$ cat src/rvd_pkg.sv
// Shared constants for the ring detection and validation block.
package rvd_pkg;

  // Clock rate of ref_clk_i.
  localparam int unsigned CLK_MHZ        = 40;
  localparam int unsigned CLK_HZ         = CLK_MHZ * 1000000;

  // Unqualified one-shot length, in seconds, and in clock cycles.
  localparam int unsigned ONESHOT_S      = 5;
  localparam int unsigned ONESHOT_CYCLES = ONESHOT_S * CLK_HZ;

  // Validation time base: one tick every VAL_TICK_US microseconds.
  localparam int unsigned VAL_TICK_US    = 2000;
  localparam int unsigned VAL_TICK_CYCLES = VAL_TICK_US * CLK_MHZ;

  // Ticks per unit of the duration, end timeout and delay fields.
  localparam logic [9:0]  VAL_DUR_TICKS  = 10'h032;
  localparam logic [9:0]  VAL_END_TICKS  = 10'h028;
  localparam logic [9:0]  VAL_DLY_TICKS  = 10'h080;

  // Ring sample codes placed on the transmit sample stream.
  localparam logic [15:0] SMP_POS        = 16'h7fff;
  localparam logic [15:0] SMP_NEG        = 16'h8000;
  localparam logic [15:0] SMP_REST_FW    = 16'h04cc;

  // Threshold codes sent to the line side: 15 V, 21 V and 45 V.
  localparam logic [1:0]  THR_15V        = 2'h0;
  localparam logic [1:0]  THR_21V        = 2'h1;
  localparam logic [1:0]  THR_45V        = 2'h2;

endpackage

$ cat src/rvd_val_if.sv
// Carrier between the ring block top and its validation engine.
interface rvd_val_if;
  logic       run;       // Validation may operate this cycle.
  logic       clear;     // Force the engine back to idle.
  logic       tick;      // One-cycle time base pulse.
  logic       pos;       // Synchronised positive crossing level.
  logic       neg;       // Synchronised negative crossing level.
  logic [5:0] low_lim;   // Longest legal crossing interval, ticks.
  logic [5:0] high_lim;  // Shortest legal crossing interval, ticks.
  logic [2:0] dur;       // In-tolerance duration, duration units.
  logic [3:0] ring_end_timeout;       // End timeout, end units.
  logic [2:0] dly;       // Indication delay, delay units.
  logic       env;       // Validated ring envelope.

  // The top drives configuration and reads the envelope.
  modport ctrl (output run, clear, tick, pos, neg, low_lim, high_lim,
                output dur, ring_end_timeout, dly, input env);
  // The engine reads configuration and drives the envelope.
  modport eng  (input run, clear, tick, pos, neg, low_lim, high_lim,
                input dur, ring_end_timeout, dly, output env);
endinterface

$ cat src/rvd_ring_detect.sv
// Ring detector top: pin, status flags, interrupt and ring samples.
module rvd_ring_detect #(
  parameter int unsigned ONESHOT_CYCLES = rvd_pkg::ONESHOT_CYCLES,
  parameter int unsigned TICK_CYCLES    = rvd_pkg::VAL_TICK_CYCLES
) (
  input  wire logic        ref_clk_i,                 // Device clock.
  input  wire logic        rst_i,                     // Async reset.
  input  wire logic        ring_sense_pos_input_i,    // Above positive threshold.
  input  wire logic        ring_sense_neg_input_i,    // Below negative threshold.
  input  wire logic        ring_threshold_sel_lo_i,   // Threshold select, low.
  input  wire logic        ring_threshold_sel_hi_i,   // Threshold select, high.
  input  wire logic        full_wave_ring_select_i,   // Full-wave detection.
  input  wire logic        ring_pin_polarity_i,       // Ring pin active high.
  input  wire logic        ring_irq_mask_i,           // Ring interrupt enable.
  input  wire logic        ring_irq_flag_clear_i,     // Host clear strobe.
  input  wire logic        ring_edge_both_irq_i,      // Interrupt on both edges.
  input  wire logic        ring_validation_enable_i,  // Validation on.
  input  wire logic [5:0]  ring_low_freq_limit_i,     // Longest interval.
  input  wire logic [5:0]  ring_high_freq_limit_i,    // Shortest interval.
  input  wire logic [2:0]  ring_valid_duration_i,     // Tolerance duration.
  input  wire logic [3:0]  ring_end_timeout_i,        // End timeout.
  input  wire logic [2:0]  ring_indicate_delay_i,     // Indication delay.
  input  wire logic        sleep_mode_i,              // Low-power sleep.
  input  wire logic        bit_clock_valid_i,         // External bit clock ok.
  input  wire logic        off_hook_i,                // Device off-hook.
  input  wire logic        onhook_monitor_i,          // On-hook line monitor.
  input  wire logic        isolation_link_powerdown_i,// Link powered down.
  input  wire logic        irq_pin_function_enable_i, // Pin is interrupt.
  input  wire logic        irq_active_high_select_i,  // Interrupt active high.
  input  wire logic        sample_strobe_i,           // One pulse per sample.
  input  wire logic [15:0] transmit_sample_in_i,      // Normal transmit sample.
  output logic [15:0]      transmit_sample_out_o,     // Transmit sample stream.
  output logic [1:0]       ring_threshold_code_o,     // Threshold to line side.
  output logic             ring_above_pos_flag_o,     // Positive level flag.
  output logic             ring_below_neg_flag_o,     // Negative level flag.
  output logic             ring_detect_status_o,      // Ring status.
  output logic             ring_irq_flag_o,           // Sticky ring interrupt.
  output logic             ring_detect_pin_o,         // Ring pin drive level.
  output logic             ring_detect_pin_oe_o,      // Ring pin driven.
  output logic             analog_out_or_irq_pin_o,   // Interrupt pin level.
  output logic             analog_out_or_irq_pin_oe_o // Interrupt pin driven.
);

  // Two-stage synchronisers for the line-side crossing levels.
  logic pos_meta_reg;  // First stage, read only by the second.
  logic neg_meta_reg;  // First stage, read only by the second.
  logic pos_reg;       // Synchronised positive level.
  logic neg_reg;       // Synchronised negative level.
  logic det_prev_reg;  // Previous detect level for edge finding.

  // One-shot, time base and output state.
  logic [31:0] shot_reg;   // One-shot countdown.
  logic [31:0] tick_reg;   // Time base divider.
  logic        stat_reg;   // Registered ring status.
  logic        flag_reg;   // Sticky interrupt flag.
  logic        pin_reg;    // Registered ring pin assertion.
  logic [15:0] smp_reg;    // Registered transmit sample.

  // Validation engine link.
  rvd_val_if vif ();

  // Synchronise the crossing indications before any use.
  always_ff @(posedge ref_clk_i or posedge rst_i) begin
    if (rst_i) begin
      pos_meta_reg <= 1'b0;
      neg_meta_reg <= 1'b0;
      pos_reg      <= 1'b0;
      neg_reg      <= 1'b0;
    end else begin
      pos_meta_reg <= ring_sense_pos_input_i;
      neg_meta_reg <= ring_sense_neg_input_i;
      pos_reg      <= pos_meta_reg;
      neg_reg      <= neg_meta_reg;
    end
  end

  // Level flags follow the synchronised crossing levels directly.
  assign ring_above_pos_flag_o = pos_reg;
  assign ring_below_neg_flag_o = neg_reg;

  // Detect level: positive only, or either polarity in full-wave.
  wire det      = pos_reg | (full_wave_ring_select_i & neg_reg);
  wire det_rise = det & ~det_prev_reg;

  // Edge history of the detect level.
  always_ff @(posedge ref_clk_i or posedge rst_i) begin
    if (rst_i) det_prev_reg <= 1'b0;
    else det_prev_reg <= det;
  end

  // One-shot: each new detection reloads it; off-hook empties it.
  wire shot_act = shot_reg != 32'h0000_0000;

  always_ff @(posedge ref_clk_i or posedge rst_i) begin
    if (rst_i) shot_reg <= 32'h0000_0000;
    else if (off_hook_i) shot_reg <= 32'h0000_0000;
    else if (det_rise) shot_reg <= ONESHOT_CYCLES;
    else if (shot_act) shot_reg <= shot_reg - 32'h0000_0001;
  end

  // Validation time base, one tick per TICK_CYCLES clocks.
  wire tick = tick_reg == 32'h0000_0000;

  always_ff @(posedge ref_clk_i or posedge rst_i) begin
    if (rst_i) tick_reg <= 32'h0000_0000;
    else if (tick) tick_reg <= TICK_CYCLES - 1;
    else tick_reg <= tick_reg - 32'h0000_0001;
  end

  // Validation runs when enabled, and in sleep only with a bit clock.
  wire val_on = ring_validation_enable_i & (~sleep_mode_i | bit_clock_valid_i);

  // Validation selected: status, and the pin in half-wave only, show its result even while sleep stops the engine.
  wire val_sel = ring_validation_enable_i;

  // Drive the engine's inputs.
  assign vif.run      = val_on;
  assign vif.clear    = off_hook_i;
  assign vif.tick     = tick;
  assign vif.pos      = pos_reg;
  assign vif.neg      = neg_reg;
  assign vif.low_lim  = ring_low_freq_limit_i;
  assign vif.high_lim = ring_high_freq_limit_i;
  assign vif.dur      = ring_valid_duration_i;
  assign vif.ring_end_timeout      = ring_end_timeout_i;
  assign vif.dly      = ring_indicate_delay_i;

  // Validation engine.
  rvd_validator u_val (
    .ref_clk_i (ref_clk_i),
    .rst_i     (rst_i),
    .vif       (vif)
  );

  // Status source: envelope when validating, else the one-shot.
  wire stat_src  = (val_sel ? vif.env : shot_act) & ~off_hook_i;
  wire stat_rise = stat_src & ~stat_reg;
  wire stat_fall = ~stat_src & stat_reg;

  // Interrupt events: rising edge always, falling edge on request.
  wire irq_evt = stat_rise | (ring_edge_both_irq_i & stat_fall);

  // Registered status and sticky flag; a new event beats a clear.
  always_ff @(posedge ref_clk_i or posedge rst_i) begin
    if (rst_i) begin
      stat_reg <= 1'b0;
      flag_reg <= 1'b0;
    end else begin
      stat_reg <= stat_src;
      if (irq_evt) flag_reg <= 1'b1;
      else if (ring_irq_flag_clear_i) flag_reg <= 1'b0;
    end
  end

  assign ring_detect_status_o = stat_reg;
  assign ring_irq_flag_o      = flag_reg;

  // Interrupt pin: open drain, only in interrupt mode.
  wire irq_act    = flag_reg & ring_irq_mask_i;
  wire irq_level  = irq_act ^ ~irq_active_high_select_i;
  assign analog_out_or_irq_pin_o    = 1'b0;
  assign analog_out_or_irq_pin_oe_o = irq_pin_function_enable_i & ~irq_level;

  // Ring pin source: raw detect, or envelope / one-shot when validating.
  wire pin_src = !val_sel ? det
               : (full_wave_ring_select_i ? shot_act : vif.env);

  // Registered ring pin assertion.
  always_ff @(posedge ref_clk_i or posedge rst_i) begin
    if (rst_i) pin_reg <= 1'b0;
    else pin_reg <= pin_src;
  end

  // Open drain: pull low when the pin's level must be low.
  wire pin_level = pin_reg ^ ~ring_pin_polarity_i;
  assign ring_detect_pin_o    = 1'b0;
  assign ring_detect_pin_oe_o = ~pin_level;

  // Ring data replaces samples only with link up, on-hook and the on-hook monitor off.
  wire ring_data_on = ~isolation_link_powerdown_i & ~off_hook_i
                    & ~onhook_monitor_i;

  // Ring sample code; its MSB follows the ring polarity.
  wire [15:0] hw_smp = pos_reg ? rvd_pkg::SMP_POS : rvd_pkg::SMP_NEG;
  wire [15:0] fw_smp = pos_reg ? rvd_pkg::SMP_POS
                     : (neg_reg ? rvd_pkg::SMP_NEG : rvd_pkg::SMP_REST_FW);
  wire [15:0] ring_smp = full_wave_ring_select_i ? fw_smp : hw_smp;
  wire [15:0] smp_sel  = ring_data_on ? ring_smp : transmit_sample_in_i;

  // Sample register loads once per sample strobe.
  always_ff @(posedge ref_clk_i or posedge rst_i) begin
    if (rst_i) smp_reg <= 16'h0000;
    else if (sample_strobe_i) smp_reg <= smp_sel;
  end

  assign transmit_sample_out_o = smp_reg;

  // Threshold select to the line side.
  assign ring_threshold_code_o = ring_threshold_sel_hi_i ? rvd_pkg::THR_45V
                               : (ring_threshold_sel_lo_i ? rvd_pkg::THR_21V
                                                          : rvd_pkg::THR_15V);

endmodule

$ cat src/rvd_validator.sv
// Ring validation engine: frequency check, end timeout and delay.
module rvd_validator (
  input  wire logic ref_clk_i,
  input  wire logic rst_i,
  rvd_val_if.eng    vif
);

  // One-hot engine states.
  typedef enum logic [2:0] {
    V_IDLE = 3'b001,
    V_FREQ = 3'b010,
    V_ENDC = 3'b100
  } rvd_vstate_t;

  rvd_vstate_t st_reg;      // Current state.
  rvd_vstate_t st_next;     // Next state.
  logic        pos_reg;     // Previous positive level.
  logic        neg_reg;     // Previous negative level.
  logic        last_pos_reg; // Polarity of the last crossing.
  logic [6:0]  ivl_reg;     // Ticks since the last alternating crossing.
  logic [9:0]  dur_reg;     // Ticks spent in tolerance.
  logic [9:0]  end_reg;     // Ticks since the last crossing.
  logic [9:0]  dly_reg;     // Ticks since first validation.
  logic        env_reg;     // Envelope.

  // Crossing events and limit comparisons.
  wire       pos_rise = vif.pos & ~pos_reg;
  wire       neg_rise = vif.neg & ~neg_reg;
  wire       any_x    = pos_rise | neg_rise;
  wire       alt_x    = (pos_rise & ~last_pos_reg) | (neg_rise & last_pos_reg);
  wire       too_slow = ivl_reg > {1'b0, vif.low_lim};
  wire       too_fast = ivl_reg < {1'b0, vif.high_lim};
  wire [9:0] dur_lim  = 10'(vif.dur) * rvd_pkg::VAL_DUR_TICKS;
  wire [9:0] end_lim  = 10'(vif.ring_end_timeout) * rvd_pkg::VAL_END_TICKS;
  wire [9:0] dly_lim  = 10'(vif.dly) * rvd_pkg::VAL_DLY_TICKS;
  wire       dur_done = dur_reg >= dur_lim;
  wire       end_done = end_reg >= end_lim;
  wire       dly_done = dly_reg >= dly_lim;
  wire       oot      = alt_x & (too_slow | too_fast);

  // Next state: check frequency, then watch only for the ring end.
  always_comb begin
    st_next = st_reg;
    case (st_reg)
      V_IDLE: if (any_x) st_next = V_FREQ;
      V_FREQ: begin
        if (too_slow) st_next = V_IDLE;
        else if (dur_done) st_next = V_ENDC;
      end
      V_ENDC: if (end_done) st_next = V_IDLE;
      default: st_next = V_IDLE;
    endcase
    if (!vif.run || vif.clear) st_next = V_IDLE;
  end

  // State and edge history.
  always_ff @(posedge ref_clk_i or posedge rst_i) begin
    if (rst_i) begin
      st_reg       <= V_IDLE;
      pos_reg      <= 1'b0;
      neg_reg      <= 1'b0;
      last_pos_reg <= 1'b0;
    end else begin
      st_reg  <= st_next;
      pos_reg <= vif.pos;
      neg_reg <= vif.neg;
      if (any_x) last_pos_reg <= pos_rise;
    end
  end

  // Interval timer between alternating crossings, saturating.
  always_ff @(posedge ref_clk_i or posedge rst_i) begin
    if (rst_i) ivl_reg <= 7'h00;
    else if (alt_x || st_reg == V_IDLE) ivl_reg <= 7'h00;
    else if (vif.tick && ivl_reg != 7'h7f) ivl_reg <= ivl_reg + 7'h01;
  end

  // Duration in tolerance; an out-of-tolerance interval restarts it.
  always_ff @(posedge ref_clk_i or posedge rst_i) begin
    if (rst_i) dur_reg <= 10'h000;
    else if (st_reg != V_FREQ || oot) dur_reg <= 10'h000;
    else if (vif.tick && !dur_done) dur_reg <= dur_reg + 10'h001;
  end

  // End timer and indication delay, both live after validation.
  always_ff @(posedge ref_clk_i or posedge rst_i) begin
    if (rst_i) begin
      end_reg <= 10'h000;
      dly_reg <= 10'h000;
    end else if (st_reg != V_ENDC) begin
      end_reg <= 10'h000;
      dly_reg <= 10'h000;
    end else begin
      if (any_x) end_reg <= 10'h000;
      else if (vif.tick && !end_done) end_reg <= end_reg + 10'h001;
      if (vif.tick && !dly_done) dly_reg <= dly_reg + 10'h001;
    end
  end

  // Envelope rises only if the delay beats the end timeout.
  always_ff @(posedge ref_clk_i or posedge rst_i) begin
    if (rst_i) env_reg <= 1'b0;
    else if (st_next == V_IDLE) env_reg <= 1'b0;
    else if (st_reg == V_ENDC && dly_done && !end_done) env_reg <= 1'b1;
  end

  assign vif.env = env_reg;

endmodule

$ cat config.mk
export PLATFORM = sky130hd
export DESIGN_NAME = rvd_ring_detect
export DESIGN_NICKNAME = d
export VERILOG_FILES = /design/src/rvd_pkg.sv /design/src/rvd_val_if.sv /design/src/rvd_ring_detect.sv /design/src/rvd_validator.sv
export SDC_FILE = /design/constraint.sdc
export NUM_CORES = 1
export LEC_CHECK = 0
export BUFFER_PORTS_ARGS = -buffer_cell sky130_fd_sc_hd__clkbuf_2
export CORE_UTILIZATION = 60
export DETAILED_ROUTE_END_ITERATION = 12
export PLACE_DENSITY = 0.81
export RECOVER_POWER = 25
export SETUP_SLACK_MARGIN = 0.02
export SLEW_MARGIN = 20
export SYNTH_ARGS = -nofsm -noshare
export SYNTH_HDL_FRONTEND = slang
export SYNTH_SLANG_ARGS = --single-unit
$ cat constraint.sdc
create_clock -name ref_clk_i -period 12.5 [get_ports ref_clk_i]
set_input_delay 1.25 -clock ref_clk_i [delete_from_list [all_inputs] [get_ports ref_clk_i]]
set_output_delay 1.25 -clock ref_clk_i [all_outputs]
set_load 0.01 [all_outputs]
# --- After elaboration in Yosys (flattened, before gate mapping) ---
# Index checks and enable logic that the tools add are counted.
totals:
  output_inout_bits: 26
  reg_bits: 132
  in_bits: 58
  wordCells: 133
classes:
  n_reduce_logical: 22
  n_mul: 2
  add_sub_neg: 6
  eq_ne: 7
  bitwise_logic: 38
  muxes: 33
  order_cmp: 5
op_table:
  columns: ["operator", "n"]
  rows:
  - ["32-bit two-way mux", 4]
  - ["16-bit two-way mux", 5]
  - ["10-bit two-way mux", 7]
  - ["32-bit by 1-bit subtractor with 32-bit output (second input constant)", 2]
  - ["32-bit zero test", 1]
  - ["32-bit nonzero test", 1]
  - ["10-bit by 1-bit adder with 10-bit output (second input constant)", 3]
  - ["10-bit >= comparator", 2]
  - ["1-bit bitwise AND", 16]
  - ["3-bit two-way mux", 5]
  - ["7-bit two-way mux", 2]
  - ["1-bit NOT", 14]
  - ["10-bit by 9-bit >= comparator with 1-bit output", 1]
  - ["2-bit nonzero test", 5]
  - ["3-bit case mux with 3 select lines", 1]
  - ["3-bit by 5-bit multiplier with 8-bit output (second input constant)", 1]
  - ["1-bit two-way mux", 8]
  - ["7-bit by 1-bit adder with 7-bit output (second input constant)", 1]
  - ["7-bit by 6-bit greater-than comparator with 1-bit output", 1]
  - ["7-bit by 6-bit less-than comparator with 1-bit output", 1]
  - ["4-bit by 3-bit multiplier with 7-bit output (second input constant)", 1]
  - ["7-bit != test (second input constant)", 1]
  - ["3-bit by 1-bit equality test with 1-bit output (second input constant)", 2]
  - ["1-bit logical AND", 6]
  - ["10 further kinds", 22]

# --- Depth between registers and ports, before layout ---
depth:
  depth_word: 8
  depth_mapped: 13

# --- Cells and area by module ---
# A second synthesis with hierarchy kept.
hier_totals:
  hier_cells: 813
  hier_area_um2: 7583.5
by_module_without_submodules:
  columns: ["mod", "n_inst", "cells_per_inst", "area_per_inst_um2"]
  rows:
  - ["rvd_ring_detect", 1, 470, 4469.3]
  - ["rvd_validator", 1, 343, 3114.2]

# --- Worst setup path after synthesis ---
# No wires, ideal clock.
synth_timing:
  path_kind: "in2reg"
  startpoint: "input ring_valid_duration_i[1]"
  endpoint: "register u_val.dur_reg[4]"
  n_path_buf: 1
  slack_ns: 8.666
  stages: 12
  required_time_ns: 12.419
  setup_ns: 0.081
  t_arrival_ns: 3.752
  path_cell_list: "inv_1 -> ha_1 -> inv_1 -> ha_1 -> xnor2_1 -> ha_1 -> a21o_1 -> a211o_1 -> or4b_1 -> buf_2 -> or3_1 -> a21oi_1"
synth_between:
  elab_chain_cells: 5
synth_rtl:
  columns: ["item", "line", "rtl"]
  rows:
  - ["from (decl)", "rvd_ring_detect.sv:20", "input wire logic [2:0] ring_valid_duration_i,"]
  - ["3-bit by 5-bit multiplier with 8-bit output", "rvd_validator.sv:33", "wire [9:0] dur_lim = 10'(vif.dur) * rvd_pkg::VAL_DUR_TICKS;"]
  - ["10-bit by 9-bit >= comparator with 1-bit output", "rvd_validator.sv:36", "wire dur_done = dur_reg >= dur_lim;"]
  - ["1-bit zero test", "rvd_validator.sv:82", "else if (vif.tick && !dur_done) dur_reg <= dur_reg + 10'h001;"]
  - ["1-bit logical AND", "rvd_validator.sv:82", null]
  - ["2-bit nonzero test (no line)", null, null]
  - ["to (signal assigned)", "rvd_validator.sv:82", null]
  - ["to (decl)", "rvd_validator.sv:21", "logic [9:0] dur_reg;"]
# No other way between the ends.
# A chain may end at the register's enable or synchronous reset.

# --- Final worst setup path ---
layout_timing:
  startpoint: "input ring_valid_duration_i[1]"
  endpoint: "register u_val.dur_reg[8]"
# Same word-level chain as after synthesis.

==> results.md <==
- The start of the worst register-to-register path is tick_reg[10].
- The reported leakage power is around 4.0 nW.
- Of the available clock period, the critical path in the final layout requires 29.6%.
- The depth of the worst hold-timing path is 0.
- After detailed routing, the average wire length per cell comes to approximately 15 um.
- The number of levels in the clock H-tree is 4.
- The hold path startpoint is pos_meta_reg.
- For the final database, setup skew stands at between 4 and 5 ps.
- The number of enable flip-flop cells after synthesis is 0.
- In this run switching power makes up about 28% of total power.
- The endpoint of the worst hold path is ring_above_pos_flag_o.
- The clock net sink count is about 130.
- Sequential cells were found to cover between 40% and 50% of the synthesized design area.
- Across the run, the number of max-cap violations was 1.
- Setup violations remaining at the end of the flow were counted as 0.
- The number of distinct library cells after synthesis is 62.
- The cell type contributing the most total cell area after synthesis is sky130_fd_sc_hd__dfrtp_1.
- The endpoint kind of the worst setup timing path is a flop.
- In the post-synthesis netlist, the biggest area contributors are sky130_fd_sc_hd__dfrtp_1 44%, sky130_fd_sc_hd__ha_1 7.7%, sky130_fd_sc_hd__nor2_1 5.3%.
- The die is around 110 um wide.
- The tree is rooted in a sky130_fd_sc_hd__clkbuf_16.
- The capturing point of the worst reg2reg path is u_val.dur_reg[1].
- The proportion of layout cells with a drive suffix above 1 is 14.3%.
- The slew at the pin closest to its max-slew limit is 3260 ps.
- The upper clock frequency limit is 270 MHz.
- The floorplan has 40 rows.
- Once the clock tree was built, the setup fixing pass inserted 0 buffers.
- In the synthesized netlist the dominant register cell turns out to be sky130_fd_sc_hd__dfrtp_1.
- The power per cell area is approximately 130 nW/um2.
- Of all nets on the critical path, the largest fanout is 7.
- The count of instances resized after the clock tree is built is 0.
- The synthesized netlist occupies a cell area of 7460 um2.
- By area, the combinational part of the netlist is dominated by simple AND/OR/NAND/NOR gates.
- For this run, the total global-route usage over all layers was measured as 27.0%.
- The final-report max-slew violation count came to 77.
- The critical path's top delay family is simple AND/OR/NAND/NOR gates.
- The commonest cells after synthesis are 131 x sky130_fd_sc_hd__dfrtp_1, 106 x sky130_fd_sc_hd__nor2_1, 68 x sky130_fd_sc_hd__a21oi_1.
- Subtracting the final worst setup slack from the clock period gives around 3700 ps.
- Tracing the worst setup path back leads to its startpoint at ring_valid_duration_i[1].
- The first routing iteration left 434 violations.
- The I/O pin count is 84.
- The floorplan step defined a die boundary enclosing 12900 um2.
- TritonCTS built the clock tree.
- At the worst endpoint, the required time is ~13000 ps.
- The insertion delay of the later-clocked pin in the worst-skew pair is 420 ps.
- The number of instances in the synthesized netlist is 812.
- For this block, the via count after detailed routing is 6202.
- The number of placed instances, taps included, is between 1000 and 1500.
- The count of input and output buffers is a little over 80.
- The max-slew headroom at the worst pin is -118%.
- The adder-cell share of the synthesized area is under 10%.
- The final antenna-violating net count is 0.
- The residual overflow from global routing is 0.
- The HPWL reported at the end of detailed placement is around 12000 um.
- In this run the standard cell core region covers ~12000 um2.
- Of all flip-flops after synthesis, the portion carrying an async set or reset was 100%.
- The starting density of the core is between 60% and 70%.
- The clock input transition at the sequential cells of the worst setup and hold paths is 50 ps.
- The setup path with the least slack is of type in2reg.
- In this design, the stage delay of the slowest critical-path cell is 610 ps.
- The post-synthesis register bit count is ~130.
- Summed over its instances, the top area cell type makes up a little over two fifths of the synthesized netlist area.
- The number of antenna diodes in the final layout is 0.
- The register share of total power is 42.4%.
- The most used standard cell by instance count after synthesis is sky130_fd_sc_hd__dfrtp_1.
- The global-route wire length before repair is roughly 28000 um.
- The highest-delay cell along the critical path is sky130_fd_sc_hd__or4b_1.
- The number of hold buffers added after CTS was 0.
- The number of buffers on the longest clock path is 2.
- The net switching power of the design is around 320 uW.
- STA classifies the critical path startpoint as an input port.
- From synthesis to final layout, the design area changed by 14.5%.
- The critical path goes through clkbuf_2 -> inv_1 -> ha_1 -> inv_1 -> ha_1 -> xnor2_1 -> ha_1 -> a21o_1 -> a211o_1 -> or4b_1 -> or3_1 -> a21oi_1.
- The via count of the first global-routing pass is just over 6000.
- For this run, design rule violations remaining after detail routing come to 0.
- The area share of xor/xnor cells in the synthesized design is about 8%.
- The post-route total power is about 1.1 mW.
- A synthesized cell averages between 9 and 10 um2.
- The checks that failed: capacitance limit, slew limit.
- The first detailed-routing pass took 5 iterations.
- The final wirelength is 16100 um.
- The setup TNS after final layout is 0 ps.
- Setup repair after global routing left no endpoint under its margin.
- The number of clock buffers added by TritonCTS is 17.
- For the worst setup path, the data arrival time is between 4000 and 5000 ps.
- The worst path buffer plus inverter count is 3.
- The die height is 114 um.
- Measured in cells, the most critical reg-to-reg path has a length of 6.
- The flow ran to the end, but the final reports show violations.
- Yosys printed 0 warnings.
- The number of antenna violations at the first check in global routing is 0.
- Multiplexer cells account for less than 1% of the synthesized area.
- The logic gate share of total power is 17.8%.
- The reg2reg setup slack is 9350 ps.
- The internal cell power is 822 uW.
- For this run, the number of standard cells in the final layout without fillers is about 1100.
- The worst hold path class is reg2reg.
- The clock group share of total power is 39.8%.
- After detailed routing, the number of vias per cell comes to roughly 5.8.
- The final count of hold timing violations is 0.
- The most prevalent standard cell on the critical path is sky130_fd_sc_hd__ha_1.
- Summing the areas of all and, or, nand and nor instances in the mapped netlist gives 24.3% of the synthesized area.
- Routability-driven placement finished with a final weighted congestion of approximately 0.86.
- The maximum number of pins on one net before global-route repair is 77.
- Summing the areas of all compound-gate instances in the mapped netlist gives between 10% and 20% of the synthesized area.
- The net count of the finished layout is about 1000.
- IR analysis of the VDD net gives a maximum drop of around 0.10 mV.
kinds of logic after synthesis:
kind of cell | after synthesis
flip-flops | 132
buffers and inverters | 76
AND/OR/NAND/NOR | 350
other | 1
XOR/XNOR | 70
adder cells (fa/ha/maj) | 47
multiplexers | 5
AO/OA/AOI/OAI | 131
worst reg2reg max path, cell delays in order (launching register included):
cell and delay (ps):
sky130_fd_sc_hd__dfrtp_1 400, sky130_fd_sc_hd__or3_1 540, sky130_fd_sc_hd__nor4_1 470, sky130_fd_sc_hd__nand3_1 670, sky130_fd_sc_hd__nor3_1 630, sky130_fd_sc_hd__mux2i_1 240
sky130_fd_sc_hd__nor2_1 50
layout make-up:
type / instances / area [um2]
Fill cell: 915 / 3520
Clock inverter: 5 / 50.0
Tap cell: 168 / 210
Clock buffer: 26 / 489
Inverter: 52 / 196
Timing Repair Buffer: 85 / 434
Multi-Input combinational cell: 605 / 3860
Sequential cell: 132 / 3300
power groups by stage:
stage	combinational, mW	sequential (mW)	clock (mW)
CTS	0.203	0.482	0.462
finish	0.203	0.483	0.454
global route	0.229	0.486	0.481
floorplan	0.146	0.486	0
global placement	0.191	0.487	0
detailed placement	0.200	0.489	0
cells in the final DEF (no fill, tap or decap), drive strengths merged, types with 8 or more instances in the layout:
cell type    n
inv         51
or4          8
o21ai       23
nand4       18
and3        12
nor3        25
nand2b      13
nand2       54
dfrtp      131
nor2       108
clkbuf     107
a21o        10
xnor2       42
xor2        28
a21oi       68
ha          46
nand3       32
nor4        27
or3         15
stage by stage:
stage          instance area (um2)  setup slack (ps)  util (%)  hold slack (ps)
6_report                      8540              8800      70.8              348
5_1_grt                       8540              8360      70.8              353
4_1_cts                       8540              8820      70.8              348
3_5_place_dp                  8010              8370      66.4              336
3_3_place_gp                  8010              8480      66.4              334
2_1_floorplan                 7470              7730         -              331
routing by layer:
layer | part of all wire [%] | vias to the layer above | GRT usage, %
li1 | - | 3010 | -
met1 | 44 | 3000 | 35.4
met2 | 50 | 165 | 44.1
met3 | 4.1 | 27 | 6.64
met4 | 1.6 | 0 | 8.77
met5 | 0 | - | 0
worst max-delay path by stage:
| stage | depth (start not counted) | endpoint | slack, ps |
|---|---|---|---|
| detailed placement | 12 | u_val.dur_reg[6] | 8370 |
| floorplan | 1 | det_prev_reg | 7730 |
| global placement | 12 | u_val.dur_reg[4] | 8480 |
| finish | 12 | u_val.dur_reg[8] | 8800 |
| global route | 3 | tick_reg[28] | 8360 |
| CTS | 12 | u_val.dur_reg[6] | 8820 |
(Power assumes the default switching activity.)
